--- src/csb_map.svh ---
`ifndef CSB_MAP_SVH
`define CSB_MAP_SVH

// value of the management base after a full hardware reset
`define CSB_MGMT_BASE_RST 32'h0000_0000
// idle levels of the synchroniser stages: bit 0 warm reset, bit 1 mgmt irq_n, bit 2 stop_n
`define CSB_SYNC_RST 3'h6
// synchroniser bit positions
`define CSB_SYNC_WARM 0
`define CSB_SYNC_SMI 1
`define CSB_SYNC_STOP 2

`endif

--- src/csb_pkg.sv ---
`default_nettype none

package csb_pkg;

	typedef enum logic [3:0] {
		MS_IDLE = 4'h1,
		MS_PEND = 4'h2,
		MS_ACTIVE = 4'h4,
		MS_RESTORE = 4'h8
	} csb_mstate_t;

	typedef enum logic [4:0] {
		SS_IDLE = 5'h01,
		SS_WAIT = 5'h02,
		SS_DRAIN = 5'h04,
		SS_GRANT = 5'h08,
		SS_STOPPED = 5'h10
	} csb_sstate_t;

	typedef enum logic [2:0] {
		BS_OWN = 3'h1,
		BS_WAIT = 3'h2,
		BS_HOLD = 3'h4
	} csb_bstate_t;

	typedef struct packed {
		logic [2:0] s1;
		logic [2:0] s2;
	} csb_sync_t;

	typedef struct packed {
		csb_mstate_t mstate;
		logic nested;
		logic entry;
		logic active_n;
		logic smi_prev;
		csb_sstate_t sstate;
		logic halt;
		logic grant_req;
		csb_bstate_t bstate;
		logic ack;
		logic float_bus;
		logic inhibit;
		logic need;
		logic warm_out;
		logic [31:0] base;
	} csb_regs_t;

endpackage
`default_nettype wire

--- src/csb_sync.sv ---
`timescale 1ns/1ns
`default_nettype none
`include "csb_map.svh"

module csb_sync (
	input wire logic clk_i,
	input wire logic arst_n_i,
	input wire logic en_i,
	input wire logic [2:0] d_i,
	output logic [2:0] q_o
);

	csb_pkg::csb_sync_t sync_q;
	csb_pkg::csb_sync_t sync_d;

	// first stage feeds only the second stage
	always_comb begin
		sync_d.s1 = d_i;
		sync_d.s2 = sync_q.s1;
	end

	always_ff @(posedge clk_i or negedge arst_n_i) begin
		if (!arst_n_i) begin
			sync_q <= {`CSB_SYNC_RST, `CSB_SYNC_RST};
		end else if (en_i) begin
			sync_q <= sync_d;
		end
	end

	assign q_o = sync_q.s2;

endmodule
`default_nettype wire

--- src/csb_sideband.sv ---
`timescale 1ns/1ns
`default_nettype none
`include "csb_map.svh"

module csb_sideband (
	input wire logic CLOCK_I,
	input wire logic ARST_N_I,
	input wire logic CLK_EN_I,
	input wire logic WARM_RESET_IN_I,
	input wire logic MGMT_INTERRUPT_N_I,
	input wire logic STOP_CLOCK_REQ_N_I,
	input wire logic BUS_HOLD_REQ_I,
	input wire logic INSTR_BOUNDARY_I,
	input wire logic LOCKED_SEQ_I,
	input wire logic HIGHER_INT_PENDING_I,
	input wire logic RESUME_INSTR_I,
	input wire logic RESTORE_LAST_I,
	input wire logic PIPE_DRAINED_I,
	input wire logic STOP_GRANT_DONE_I,
	input wire logic BUS_NEED_I,
	input wire logic BUS_IDLE_I,
	input wire logic MGMT_BASE_WR_I,
	input wire logic [31:0] MGMT_BASE_DATA_I,
	output logic WARM_RESET_O,
	output logic [31:0] MGMT_MODE_BASE_O,
	output logic MGMT_ENTRY_O,
	output logic MGMT_MODE_ACTIVE_N_O,
	output logic STOP_HALT_O,
	output logic STOP_GRANT_REQ_O,
	output logic BUS_NEED_OUT_O,
	output logic BUS_INHIBIT_O,
	output logic BUS_FLOAT_O,
	output logic BUS_YIELD_ACK_O
);

	localparam csb_pkg::csb_regs_t CSB_RST_ST = '{
		mstate: csb_pkg::MS_IDLE,
		nested: 1'b0,
		entry: 1'b0,
		active_n: 1'b1,
		smi_prev: 1'b1,
		sstate: csb_pkg::SS_IDLE,
		halt: 1'b0,
		grant_req: 1'b0,
		bstate: csb_pkg::BS_OWN,
		ack: 1'b0,
		float_bus: 1'b0,
		inhibit: 1'b0,
		need: 1'b0,
		warm_out: 1'b0,
		base: `CSB_MGMT_BASE_RST
	};

	csb_pkg::csb_regs_t st_q;
	csb_pkg::csb_regs_t st_d;
	logic [2:0] sync_out;
	logic warm_s;
	logic smi_n_s;
	logic stop_n_s;
	logic smi_fall;
	logic take;

	// hold request is already on our clock, so it bypasses the synchroniser
	csb_sync u_sync (
		.clk_i(CLOCK_I),
		.arst_n_i(ARST_N_I),
		.en_i(CLK_EN_I),
		.d_i({STOP_CLOCK_REQ_N_I, MGMT_INTERRUPT_N_I, WARM_RESET_IN_I}),
		.q_o(sync_out)
	);

	assign warm_s = sync_out[`CSB_SYNC_WARM];
	assign smi_n_s = sync_out[`CSB_SYNC_SMI];
	assign stop_n_s = sync_out[`CSB_SYNC_STOP];
	assign smi_fall = st_q.smi_prev & ~smi_n_s;
	// entry waits for a boundary outside any locked sequence
	assign take = (st_q.mstate == csb_pkg::MS_PEND) && INSTR_BOUNDARY_I
		&& !LOCKED_SEQ_I;

	always_comb begin
		st_d = st_q;
		st_d.entry = 1'b0;
		st_d.smi_prev = smi_n_s;
		st_d.need = BUS_NEED_I;
		st_d.warm_out = warm_s;
		if (MGMT_BASE_WR_I) begin
			st_d.base = MGMT_BASE_DATA_I;
		end

		case (st_q.mstate)
			csb_pkg::MS_IDLE: begin
				if (smi_fall) begin
					st_d.mstate = csb_pkg::MS_PEND;
				end
			end
			csb_pkg::MS_PEND: begin
				if (take) begin
					st_d.mstate = csb_pkg::MS_ACTIVE;
					st_d.entry = 1'b1;
				end
			end
			csb_pkg::MS_ACTIVE: begin
				if (smi_fall) begin
					st_d.nested = 1'b1;
				end
				if (RESUME_INSTR_I) begin
					st_d.mstate = csb_pkg::MS_RESTORE;
				end
			end
			csb_pkg::MS_RESTORE: begin
				// a nested edge arriving with the last restore cycle still counts
				if (RESTORE_LAST_I) begin
					st_d.nested = 1'b0;
					if (st_q.nested || smi_fall) begin
						st_d.mstate = csb_pkg::MS_PEND;
					end else begin
						st_d.mstate = csb_pkg::MS_IDLE;
					end
				end else if (smi_fall) begin
					st_d.nested = 1'b1;
				end
			end
			default: begin
				st_d.mstate = csb_pkg::MS_IDLE;
			end
		endcase

		case (st_q.sstate)
			csb_pkg::SS_IDLE: begin
				if (!stop_n_s) begin
					st_d.sstate = csb_pkg::SS_WAIT;
				end
			end
			csb_pkg::SS_WAIT: begin
				// a pending interrupt or mgmt entry at this boundary goes first
				if (INSTR_BOUNDARY_I && !HIGHER_INT_PENDING_I && !take) begin
					st_d.sstate = csb_pkg::SS_DRAIN;
				end
			end
			csb_pkg::SS_DRAIN: begin
				if (PIPE_DRAINED_I) begin
					st_d.sstate = csb_pkg::SS_GRANT;
				end
			end
			csb_pkg::SS_GRANT: begin
				if (STOP_GRANT_DONE_I) begin
					st_d.sstate = csb_pkg::SS_STOPPED;
				end
			end
			csb_pkg::SS_STOPPED: begin
				// the request may only drop after the grant cycle
				if (stop_n_s) begin
					st_d.sstate = csb_pkg::SS_IDLE;
				end
			end
			default: begin
				st_d.sstate = csb_pkg::SS_IDLE;
			end
		endcase

		case (st_q.bstate)
			csb_pkg::BS_OWN: begin
				if (BUS_HOLD_REQ_I) begin
					if (BUS_IDLE_I) begin
						st_d.bstate = csb_pkg::BS_HOLD;
					end else begin
						st_d.bstate = csb_pkg::BS_WAIT;
					end
				end
			end
			csb_pkg::BS_WAIT: begin
				if (!BUS_HOLD_REQ_I) begin
					st_d.bstate = csb_pkg::BS_OWN;
				end else if (BUS_IDLE_I) begin
					st_d.bstate = csb_pkg::BS_HOLD;
				end
			end
			csb_pkg::BS_HOLD: begin
				if (!BUS_HOLD_REQ_I) begin
					st_d.bstate = csb_pkg::BS_OWN;
				end
			end
			default: begin
				st_d.bstate = csb_pkg::BS_OWN;
			end
		endcase

		st_d.active_n = !((st_d.mstate == csb_pkg::MS_ACTIVE)
			|| (st_d.mstate == csb_pkg::MS_RESTORE));
		st_d.halt = (st_d.sstate == csb_pkg::SS_DRAIN) || (st_d.sstate == csb_pkg::SS_GRANT)
			|| (st_d.sstate == csb_pkg::SS_STOPPED);
		st_d.grant_req = (st_d.sstate == csb_pkg::SS_GRANT);
		st_d.ack = (st_d.bstate == csb_pkg::BS_HOLD);
		st_d.float_bus = (st_d.bstate == csb_pkg::BS_HOLD);
		// new cycles are held back as soon as a hold is pending
		st_d.inhibit = (st_d.bstate != csb_pkg::BS_OWN);

		// warm reset acts like a full reset but the base survives
		if (warm_s) begin
			st_d = CSB_RST_ST;
			st_d.base = st_q.base;
			st_d.smi_prev = smi_n_s;
			st_d.warm_out = 1'b1;
		end
	end

	always_ff @(posedge CLOCK_I or negedge ARST_N_I) begin
		if (!ARST_N_I) begin
			st_q <= CSB_RST_ST;
		end else if (CLK_EN_I) begin
			st_q <= st_d;
		end
	end

	assign WARM_RESET_O = st_q.warm_out;
	assign MGMT_MODE_BASE_O = st_q.base;
	assign MGMT_ENTRY_O = st_q.entry;
	assign MGMT_MODE_ACTIVE_N_O = st_q.active_n;
	assign STOP_HALT_O = st_q.halt;
	assign STOP_GRANT_REQ_O = st_q.grant_req;
	assign BUS_NEED_OUT_O = st_q.need;
	assign BUS_INHIBIT_O = st_q.inhibit;
	assign BUS_FLOAT_O = st_q.float_bus;
	assign BUS_YIELD_ACK_O = st_q.ack;
endmodule
`default_nettype wire

--- config.mk ---
export PLATFORM = sky130hd
export DESIGN_NAME = csb_sideband
export DESIGN_NICKNAME = d
export VERILOG_FILES = /design/src/csb_pkg.sv /design/src/csb_sync.sv /design/src/csb_sideband.sv
export VERILOG_INCLUDE_DIRS = /design/src
export SDC_FILE = /design/constraint.sdc
export NUM_CORES = 1
export LEC_CHECK = 0
export ABC_CLOCK_PERIOD_IN_PS = 1900
export BUFFER_PORTS_ARGS = -buffer_cell sky130_fd_sc_hd__buf_2
export CELL_PAD_IN_SITES_DETAIL_PLACEMENT = 1
export CELL_PAD_IN_SITES_GLOBAL_PLACEMENT = 1
export CORE_MARGIN = 2
export CORE_UTILIZATION = 40
export DETAILED_ROUTE_END_ITERATION = 12
export PLACE_DENSITY = 0.87
export REMOVE_ABC_BUFFERS = 1
export SLEW_MARGIN = 30
export SYNTH_ARGS = -nofsm -noshare
export SYNTH_HDL_FRONTEND = slang
export SYNTH_SLANG_ARGS = --single-unit
--- constraint.sdc ---
create_clock -name CLOCK_I -period 1.9 [get_ports CLOCK_I]
set_input_delay 0.38 -clock CLOCK_I [delete_from_list [all_inputs] [get_ports CLOCK_I]]
set_output_delay 0.38 -clock CLOCK_I [all_outputs]
set_load 0.01 [all_outputs]
# Yosys cells after proc, flatten, opt, wreduce, memory -nomap -nowiden
# Cells that the tools add are included.
# word_totals
input_bits	49
output_inout_bits	41
word_cells	79
ff_bits	61
# op_classes
muxes	25
n_bitwise	3
reduce_logical	15
eq_ne	19
# ops
operator	n
2-to-1 mux 55 bit	1
2-to-1 mux 32 bit	1
2-to-1 mux 5 bit	5
one-hot mux 5 bit (5 select lines)	1
2-to-1 mux 4 bit	4
one-hot mux 4 bit (4 select lines)	1
2-to-1 mux 3 bit	5
equality test 5 x 3 -> 1 bit (second input constant)	2
equality test 5 x 4 -> 1 bit (second input constant)	2
equality test 5 bit (second input constant)	2
one-hot mux 3 bit (3 select lines)	1
equality test 4 x 3 -> 1 bit (second input constant)	2
equality test 4 bit (second input constant)	2
equality test 3 bit (second input constant)	2
equality test 5 x 1 -> 1 bit (second input constant)	1
equality test 5 x 2 -> 1 bit (second input constant)	1
equality test 4 x 1 -> 1 bit (second input constant)	1
equality test 4 x 2 -> 1 bit (second input constant)	1
logical AND 1 bit	4
zero test 1 bit	4
logical OR 1 bit	4
2-to-1 mux 1 bit	4
equality test 3 x 1 -> 1 bit (second input constant)	1
equality test 3 x 2 -> 1 bit (second input constant)	1
8 further kinds	9

# Longest topological paths before layout
# Gate-level depths: netlist of run 1.
# logic_depth
word_depth	11
ltp_mapped	6
ltp_nobuf	5

# By module
# Synthesis of run 1 repeated with hierarchy kept, for this count alone.
# unflattened
cells_unflattened	274
area_unflattened_um2	3064.2
# by_module_without_submodules
mod	cells_per_inst	instances	area_per_inst_um2
csb_sideband	261	1	2807.7
csb_sync	13	1	256.5

# Worst setup path after synthesis of run 1
# No wires, ideal clock.
# synth_timing
path_type	register to register
startpoint	register st_q[54] in the netlist's numbering
endpoint	register st_q, in the netlist STOP_HALT_O
t_required_ps	1761
path_buffers	1
stages_incl_launch_ff	7
synth_period_minus_slack_ps	1482
t_arrival_ps	1343
path_slack_ps	418
setup_ps	139
cell_sequence	dfrtp_1 > buf_6 > nor4b_4 > a211oi_2 > nor2b_1 > o221ai_2 > a41oi_2
# synth_via
elab_chain_cells	11
elab_cells_between_ends	13
# synth_lines
item	line	source
start, declared	csb_sideband.sv:54	csb_pkg::csb_regs_t st_q;
start signal, assigned	csb_sideband.sv:211	st_q <= st_d;
equality test 4 x 2 -> 1 bit (*)	csb_sideband.sv:77	assign take = (st_q.mstate == csb_pkg::MS_PEND) && INSTR_BOUNDARY_I
logical AND 1 bit (*)	csb_sideband.sv:77	
logical AND 1 bit (*)	csb_sideband.sv:78	&& !LOCKED_SEQ_I;
zero test 1 bit (*)	csb_sideband.sv:136	if (INSTR_BOUNDARY_I && !HIGHER_INT_PENDING_I && !take) begin
logical AND 1 bit (*)	csb_sideband.sv:136	
2-to-1 mux 5 bit (*)	csb_sideband.sv:136	
one-hot mux 5 bit (5 select lines) (*)	csb_sideband.sv:128	case (st_q.sstate)
equality test 5 x 3 -> 1 bit or equality test 5 x 4 -> 1 bit (tied branches)	csb_sideband.sv:190	st_d.halt = (st_d.sstate == csb_pkg::SS_DRAIN) || (st_d.sstate == csb_pkg::SS_GRANT)
logical OR 1 bit	csb_sideband.sv:190	
logical OR 1 bit (*)	csb_sideband.sv:191	|| (st_d.sstate == csb_pkg::SS_STOPPED);
2-to-1 mux 55 bit (*)	csb_sideband.sv:199	if (warm_s) begin
# Every way passes the cells marked *; elsewhere a longest branch is shown, timed or not.
# A chain may end at the register's enable or synchronous reset.

# Final worst setup path of run 1
# layout_timing
startpoint	register st_q[51] in the netlist's numbering
endpoint	register st_q, in the netlist STOP_HALT_O
# Same word-level chain as after synthesis.

==> results_dict.tcl, run 1 <==
set metrics [dict create \
    run_status "completed" \
    clock_path_buffers 2 \
    critPathSlowestCell "dfstp_2" \
    syn_area_mm2 0.00297 \
    cts-htree-levels 3 \
    rrSetupSlack_ns 0.22 \
    finalHoldViolCount 0 \
    maxCapViolations 0 \
    port_buffers 89 \
    fin_crit_sh_pct 88.2 \
    cp_top_family "flip-flops" \
    path_buf_inv 0 \
    p_leak_nw 1.58 \
    synthTopCellsByArea "dfrtp_1 (43%), mux2_1 (12%), buf_4 (8.6%), dfstp_2 (8.0%), mux2_2 (3.0%)" \
    ctsResizeCount 0 \
    postSynthCellCount 251 \
    grt_pass1_vias 2325 \
    clk-insertion-delay-late_ns 0.33 \
    synth_top_area_share_pct 43.0 \
    slew_violations 0 \
    postCtsHoldBufs 0 \
    finalCriticalPeriod_ns 1.68 \
    top_level_ports 90 \
    synth_cell_type_count 47 \
    final_util_pct 48.7 \
    tightest_slew_ns 0.371 \
    ys.flop_type "dfrtp_1" \
    synthToLayoutAreaGrowth_pct 18.4 \
    die_area_mm2 0.00813 \
    routed-via-count 2108 \
    ant_nets 0 \
    rr_startpoint "st_q[51]" \
    start_util_pct 41.2 \
    max_slew_margin_pct 74.9 \
    synth.top_cells.by_count "dfrtp_1 (51), buf_4 (34), mux2_1 (32)" \
    gp_congestion 0.883 \
    timing.rr.end "STOP_HALT_O" \
    critical_path.max_stage_delay_ns 0.67 \
    die_h_um 90.2 \
    drt_pre_antenna_iters 4 \
    grt_usage_pct 18.4 \
    drive_above_1_share_pct 43.8 \
    crit_chain "nor4b_4 -> a211oi_2 -> nor2b_1 -> o221ai_2 -> a41oi_2" \
    rsz0062_at_grt "false" \
    numCtsBuffers 9 \
    yosysWarnings 0 \
    cts_root_buffer "clkbuf_8" \
    drtIter0Drc 79 \
    antenna_found_initial 0 \
    hp-class "input port to asynchronous set/reset pin" \
    vdd_drop_max_mv 0.426 \
    ys_ff_latch 60 \
    worstPathArrival_ns 1.93 \
    wl_per_cell_um 17.0 \
    fp-row-count 31 \
    required_ns 2.15 \
    synth_area_leader_cell "dfrtp_1" \
    diodes 0 \
    yosysSeqAreaShare_pct 50.9 \
    cp-start-kind "register" \
    synthMostInstantiatedCell "dfrtp_1" \
    endpoint_kind "register" \
    routed_wl_um 7080 \
    die_width_um 90.2 \
    cts_tree "done" \
    power_density_mw_per_mm2 1130 \
    async_flop_share_pct 100 \
    synth-edff-count 0 \
    via_per_inst 5.07 \
    fin_setup_tns_ns 0 \
    setup_viol 0 \
    crit_type "register to register" \
    grt-ovfl-total 0 \
    skew_ns 0.00559 \
    grt_start_max_net_pins 61 \
    final_nets 362 \
    cts.sinks 60 \
    core_mm2 0.00721 \
    grt_pass1_wl_um 11700 \
    place_hpwl_um 5230 \
    fmax_ghz 0.597 \
    postCtsSetupRepairBufs 0 \
    crit_fanout 11 \
    r2r_cells 5 \
    cts.reportedPaths.clkPinSlew_ns 0.07 \
    postSynthAreaPerCell_um2 11.8 \
    drc 0 \
]
per-stage QoR:
stage	hold WS [ns]	total power [mW]	setup WS [ns]	cell area [um2]	std cells
floorplan	0.0844	2.27	0.0261	2660	208
global placement	0.411	2.65	0.299	3290	401
detailed placement	0.415	2.72	0.228	3290	401
CTS	0.0424	4.04	0.217	3510	416
global route	0.0542	4.19	0.0645	3510	416
finish	0.0325	3.98	0.224	3510	416
worst max-delay path by stage:
stage,from,endpoint,slack (ns),cells after the start
3_5_place_dp,st_q[51],STOP_HALT_O,0.23,5
3_3_place_gp,st_q[51],st_q[42],0.30,5
4_1_cts,st_q[51],STOP_HALT_O,0.22,5
6_report,st_q[51],STOP_HALT_O,0.22,5
2_1_floorplan,u_sync.q_o[0],MGMT_MODE_BASE_O[0],0.03,3
5_1_grt,st_q[43],STOP_HALT_O,0.06,5
worst reg2reg max path, stage by stage, from the launching register on:
cell and delay, ns:
dfstp_2 0.67, nor4b_4 0.09, a211oi_2 0.31, nor2b_1 0.20
o221ai_2 0.14, a41oi_2 0.19
area by class of cell:
type / count / area [um2]
clock buffers: 11 / 151
clock inverters: 4 / 72.6
fillers: 829 / 3700
inverters: 8 / 30.0
multi-input cells: 140 / 1120
flip-flops and latches: 60 / 1510
well taps: 99 / 124
repair buffers: 94 / 508
flip-flops by register name, indices dropped and copies added, names as in the netlist:
signal	cells
MGMT_MODE_BASE_O	32
BUS_NEED_OUT_O	1
BUS_YIELD_ACK_O	1
STOP_HALT_O	1
BUS_INHIBIT_O	1
MGMT_MODE_ACTIVE_N_O	1
STOP_GRANT_REQ_O	1
st_q	14
WARM_RESET_O	1
u_sync.q_o	3
MGMT_ENTRY_O	1
u_sync.sync_d	3
where the power goes:
part / leakage (nW) / switching, mW / internal (mW)
clock network: 0.111 / 0.494 / 0.800
logic: 0.742 / 0.487 / 0.444
registers: 0.726 / 0.199 / 1.56
total: 1.58 / 1.18 / 2.80
cells by family after synthesis:
group	synth area share [%]
simple gates	10.7
flops	50.9
buf+inv	11.5
compound gates	10.9
mux	15.2
xor+xnor	0.885
layout by cell type, fill, tap and decap left out, types with 3 or more instances in the layout:
cell and instances:
mux2_1 32, mux2_2 8, nand2_1 9, nand3_1 5, clkbuf_8 11, nor3_1 5
o2bb2ai_1 5, dfrtp_1 51, dfstp_2 9, buf_4 3, a21oi_1 8, nand2b_1 4
o21ai_0 8, buf_2 89, a31oi_1 3, nor2b_1 5, inv_1 6, o211ai_1 4
nor2_1 8
per-layer routing:
layer  routed length, um  vias up  global-route usage [%]
met2                3920       43                    32.9
met1                2740     1071                    20.2
met5                   0        -                       0
li1                    -      980                       -
met4                 157        0                    7.44
met3                 250       14                    5.62
No activity file was read; power rests on OpenSTA's default activity.
==> run 2: changes to the inputs <==
- PLACE_DENSITY: 0.87 -> 0.78
==> run 2 against run 1 <==
  * Cell area fell by 0.14%
  * Via count shrank 2.2%
  * Fmax is 2.0% lower
  * First-iteration DRC count decreased by 22%
  * Global-route usage down 1.2 points
  * Largest power group unchanged
  * Clock skew grew 0.0042 ns
  * Clock power down 11%
  * Critical endpoint unchanged
  * Count of clock-buffer cells in the layout fell by 1
  * Wire length down 5.2%
==> results_dict.tcl, run 2 (synthesis gave the netlist of run 1 again) <==
set metrics [dict create \
    endpoint_kind "register" \
    pwr-share-seq_pct 45.7 \
    routed_wl_um 6700 \
    p_switching_mw 1.19 \
    top_usage_layer "met2" \
    layout_setup_ws_ns 0.191 \
    cts.reportedPaths.clkPinSlew_ns 0.06 \
    cts.sinks 60 \
    grt_start_max_net_pins 43 \
    maxCapViolations 0 \
    clkPwrFrac_pct 30.0 \
    ant_nets 0 \
    cts_root_buffer "clkbuf_8" \
    finalHoldViolCount 0 \
    met1_usage_pct 20.2 \
    diodes 0 \
    grt-ovfl-total 0 \
    final_nets 364 \
    max_slew_margin_pct 69.4 \
    start_util_pct 41.2 \
    register_area_mm2 0.00151 \
    clk-insertion-delay-late_ns 0.34 \
    top_level_ports 90 \
    place_hpwl_um 4960 \
    post-place-ws_ns 0.229 \
    numCtsBuffers 9 \
    drive_above_1_share_pct 44.1 \
    wl_per_cell_um 16.0 \
    crit_fanout 11 \
    multi_input_area_mm2 0.00112 \
    comb_power_share_pct 24.3 \
    tightest_slew_ns 0.459 \
    via_per_inst 4.92 \
    drtIter0Drc 62 \
    placed_area_mm2 0.00330 \
    required_ns 2.15 \
    switching_share_pct 31.0 \
    slew_violations 0 \
    cts_tree "done" \
    die_area_mm2 0.00813 \
    fillers 828 \
    gr-usage-met2_pct 30.4 \
    rsz0062_at_grt "false" \
    run_status "completed" \
    core_mm2 0.00721 \
    setup_viol 0 \
    fin_crit_sh_pct 90.0 \
    fp-row-count 31 \
    drt_pre_antenna_iters 4 \
    power_density_mw_per_mm2 1090 \
    skew_ns 0.00975 \
    p_leak_nw 1.58 \
    vdd_drop_max_mv 0.429 \
    drc 0 \
    fin_setup_tns_ns 0 \
    p_int_mw 2.64 \
    worstPathArrival_ns 1.96 \
    min_path_cells 2 \
    grt_pass1_wl_um 11100 \
    fmax_ghz 0.585 \
    hp-class "input port to register" \
    final_cell_area_mm2 0.00351 \
    largest_reg_flops 32 \
    met3_usage_pct 3.10 \
    routed-via-count 2061 \
    p_total_mw 3.83 \
    grt_pass1_vias 2233 \
    crit_type "register to register" \
    gp_congestion 0.823 \
    ctsResizeCount 0 \
    grt_usage_pct 17.2 \
    cts-htree-levels 3 \
    postCtsHoldBufs 1 \
    cp-start-kind "register" \
    die_h_um 90.2 \
    clock_path_buffers 2 \
    final_cell_mix "buf_2 (89), dfrtp_1 (51), mux2_1 (32)" \
    r2r_cells 5 \
    antenna_found_initial 0 \
    die_width_um 90.2 \
    postCtsSetupRepairBufs 0 \
    layout_commonest_cell "buf_2" \
    synthToLayoutAreaGrowth_pct 18.2 \
    port_buffers 89 \
    finalCriticalPeriod_ns 1.71 \
]
==> run 2: metal layers <==
layer  share of wire, %  wire length (um)  vias to the layer above
met4                2.1               144                        0
met5                  0                 0                        -
met3                2.6               177                       11
li1                   -                 -                      983
met1                 42              2790                     1028
met2                 54              3590                       39
==> run 2: path summary, 6_finish.rpt <==
path / start / endpoint / slack (ns)
min in group asynchronous: ARST_N_I / MGMT_MODE_BASE_O[30] / 0.53
min: BUS_IDLE_I / st_q[38] / 0.25
min reg2reg: STOP_GRANT_REQ_O / STOP_GRANT_REQ_O / 0.49
max reg2reg: st_q[51] / STOP_HALT_O / 0.19
max in group asynchronous: ARST_N_I / st_q[37] / 0.72
max: st_q[51] / STOP_HALT_O / 0.19
==> run 2: area by class of cell <==
type | instances | area share [%]
repair buffers | 96 | 15.0
clock buffers | 10 | 3.92
inverters | 8 | 0.856
multi-input cells | 140 | 31.8
flip-flops and latches | 60 | 43.1
clock inverters | 6 | 1.82
well taps | 99 | 3.53
==> run 2: power by group through the flow <==
stage	sequential (mW)	clock (mW)	combinational [mW]
floorplan	1.84	0	0.424
global placement	1.75	0	0.906
detailed placement	1.77	0	0.939
CTS	1.75	1.19	0.946
global route	1.79	1.24	1.01
finish	1.75	1.15	0.929
==> run 2: per-stage QoR <==
step	hold WS, ns	util [%]	instances
6_report	0.248	48.6	419
3_5_place_dp	0.365	45.7	402
3_3_place_gp	0.356	45.7	402
5_1_grt	0.239	48.6	419
2_1_floorplan	0.0844	-	208
4_1_cts	0.221	48.6	419
==> run 2: critical path, stage by stage (launching register included) <==
cell      delay [ns]
dfstp_2         0.67
nor4b_4         0.09
a211oi_2        0.32
nor2b_1         0.23
o221ai_2        0.14
a41oi_2         0.18
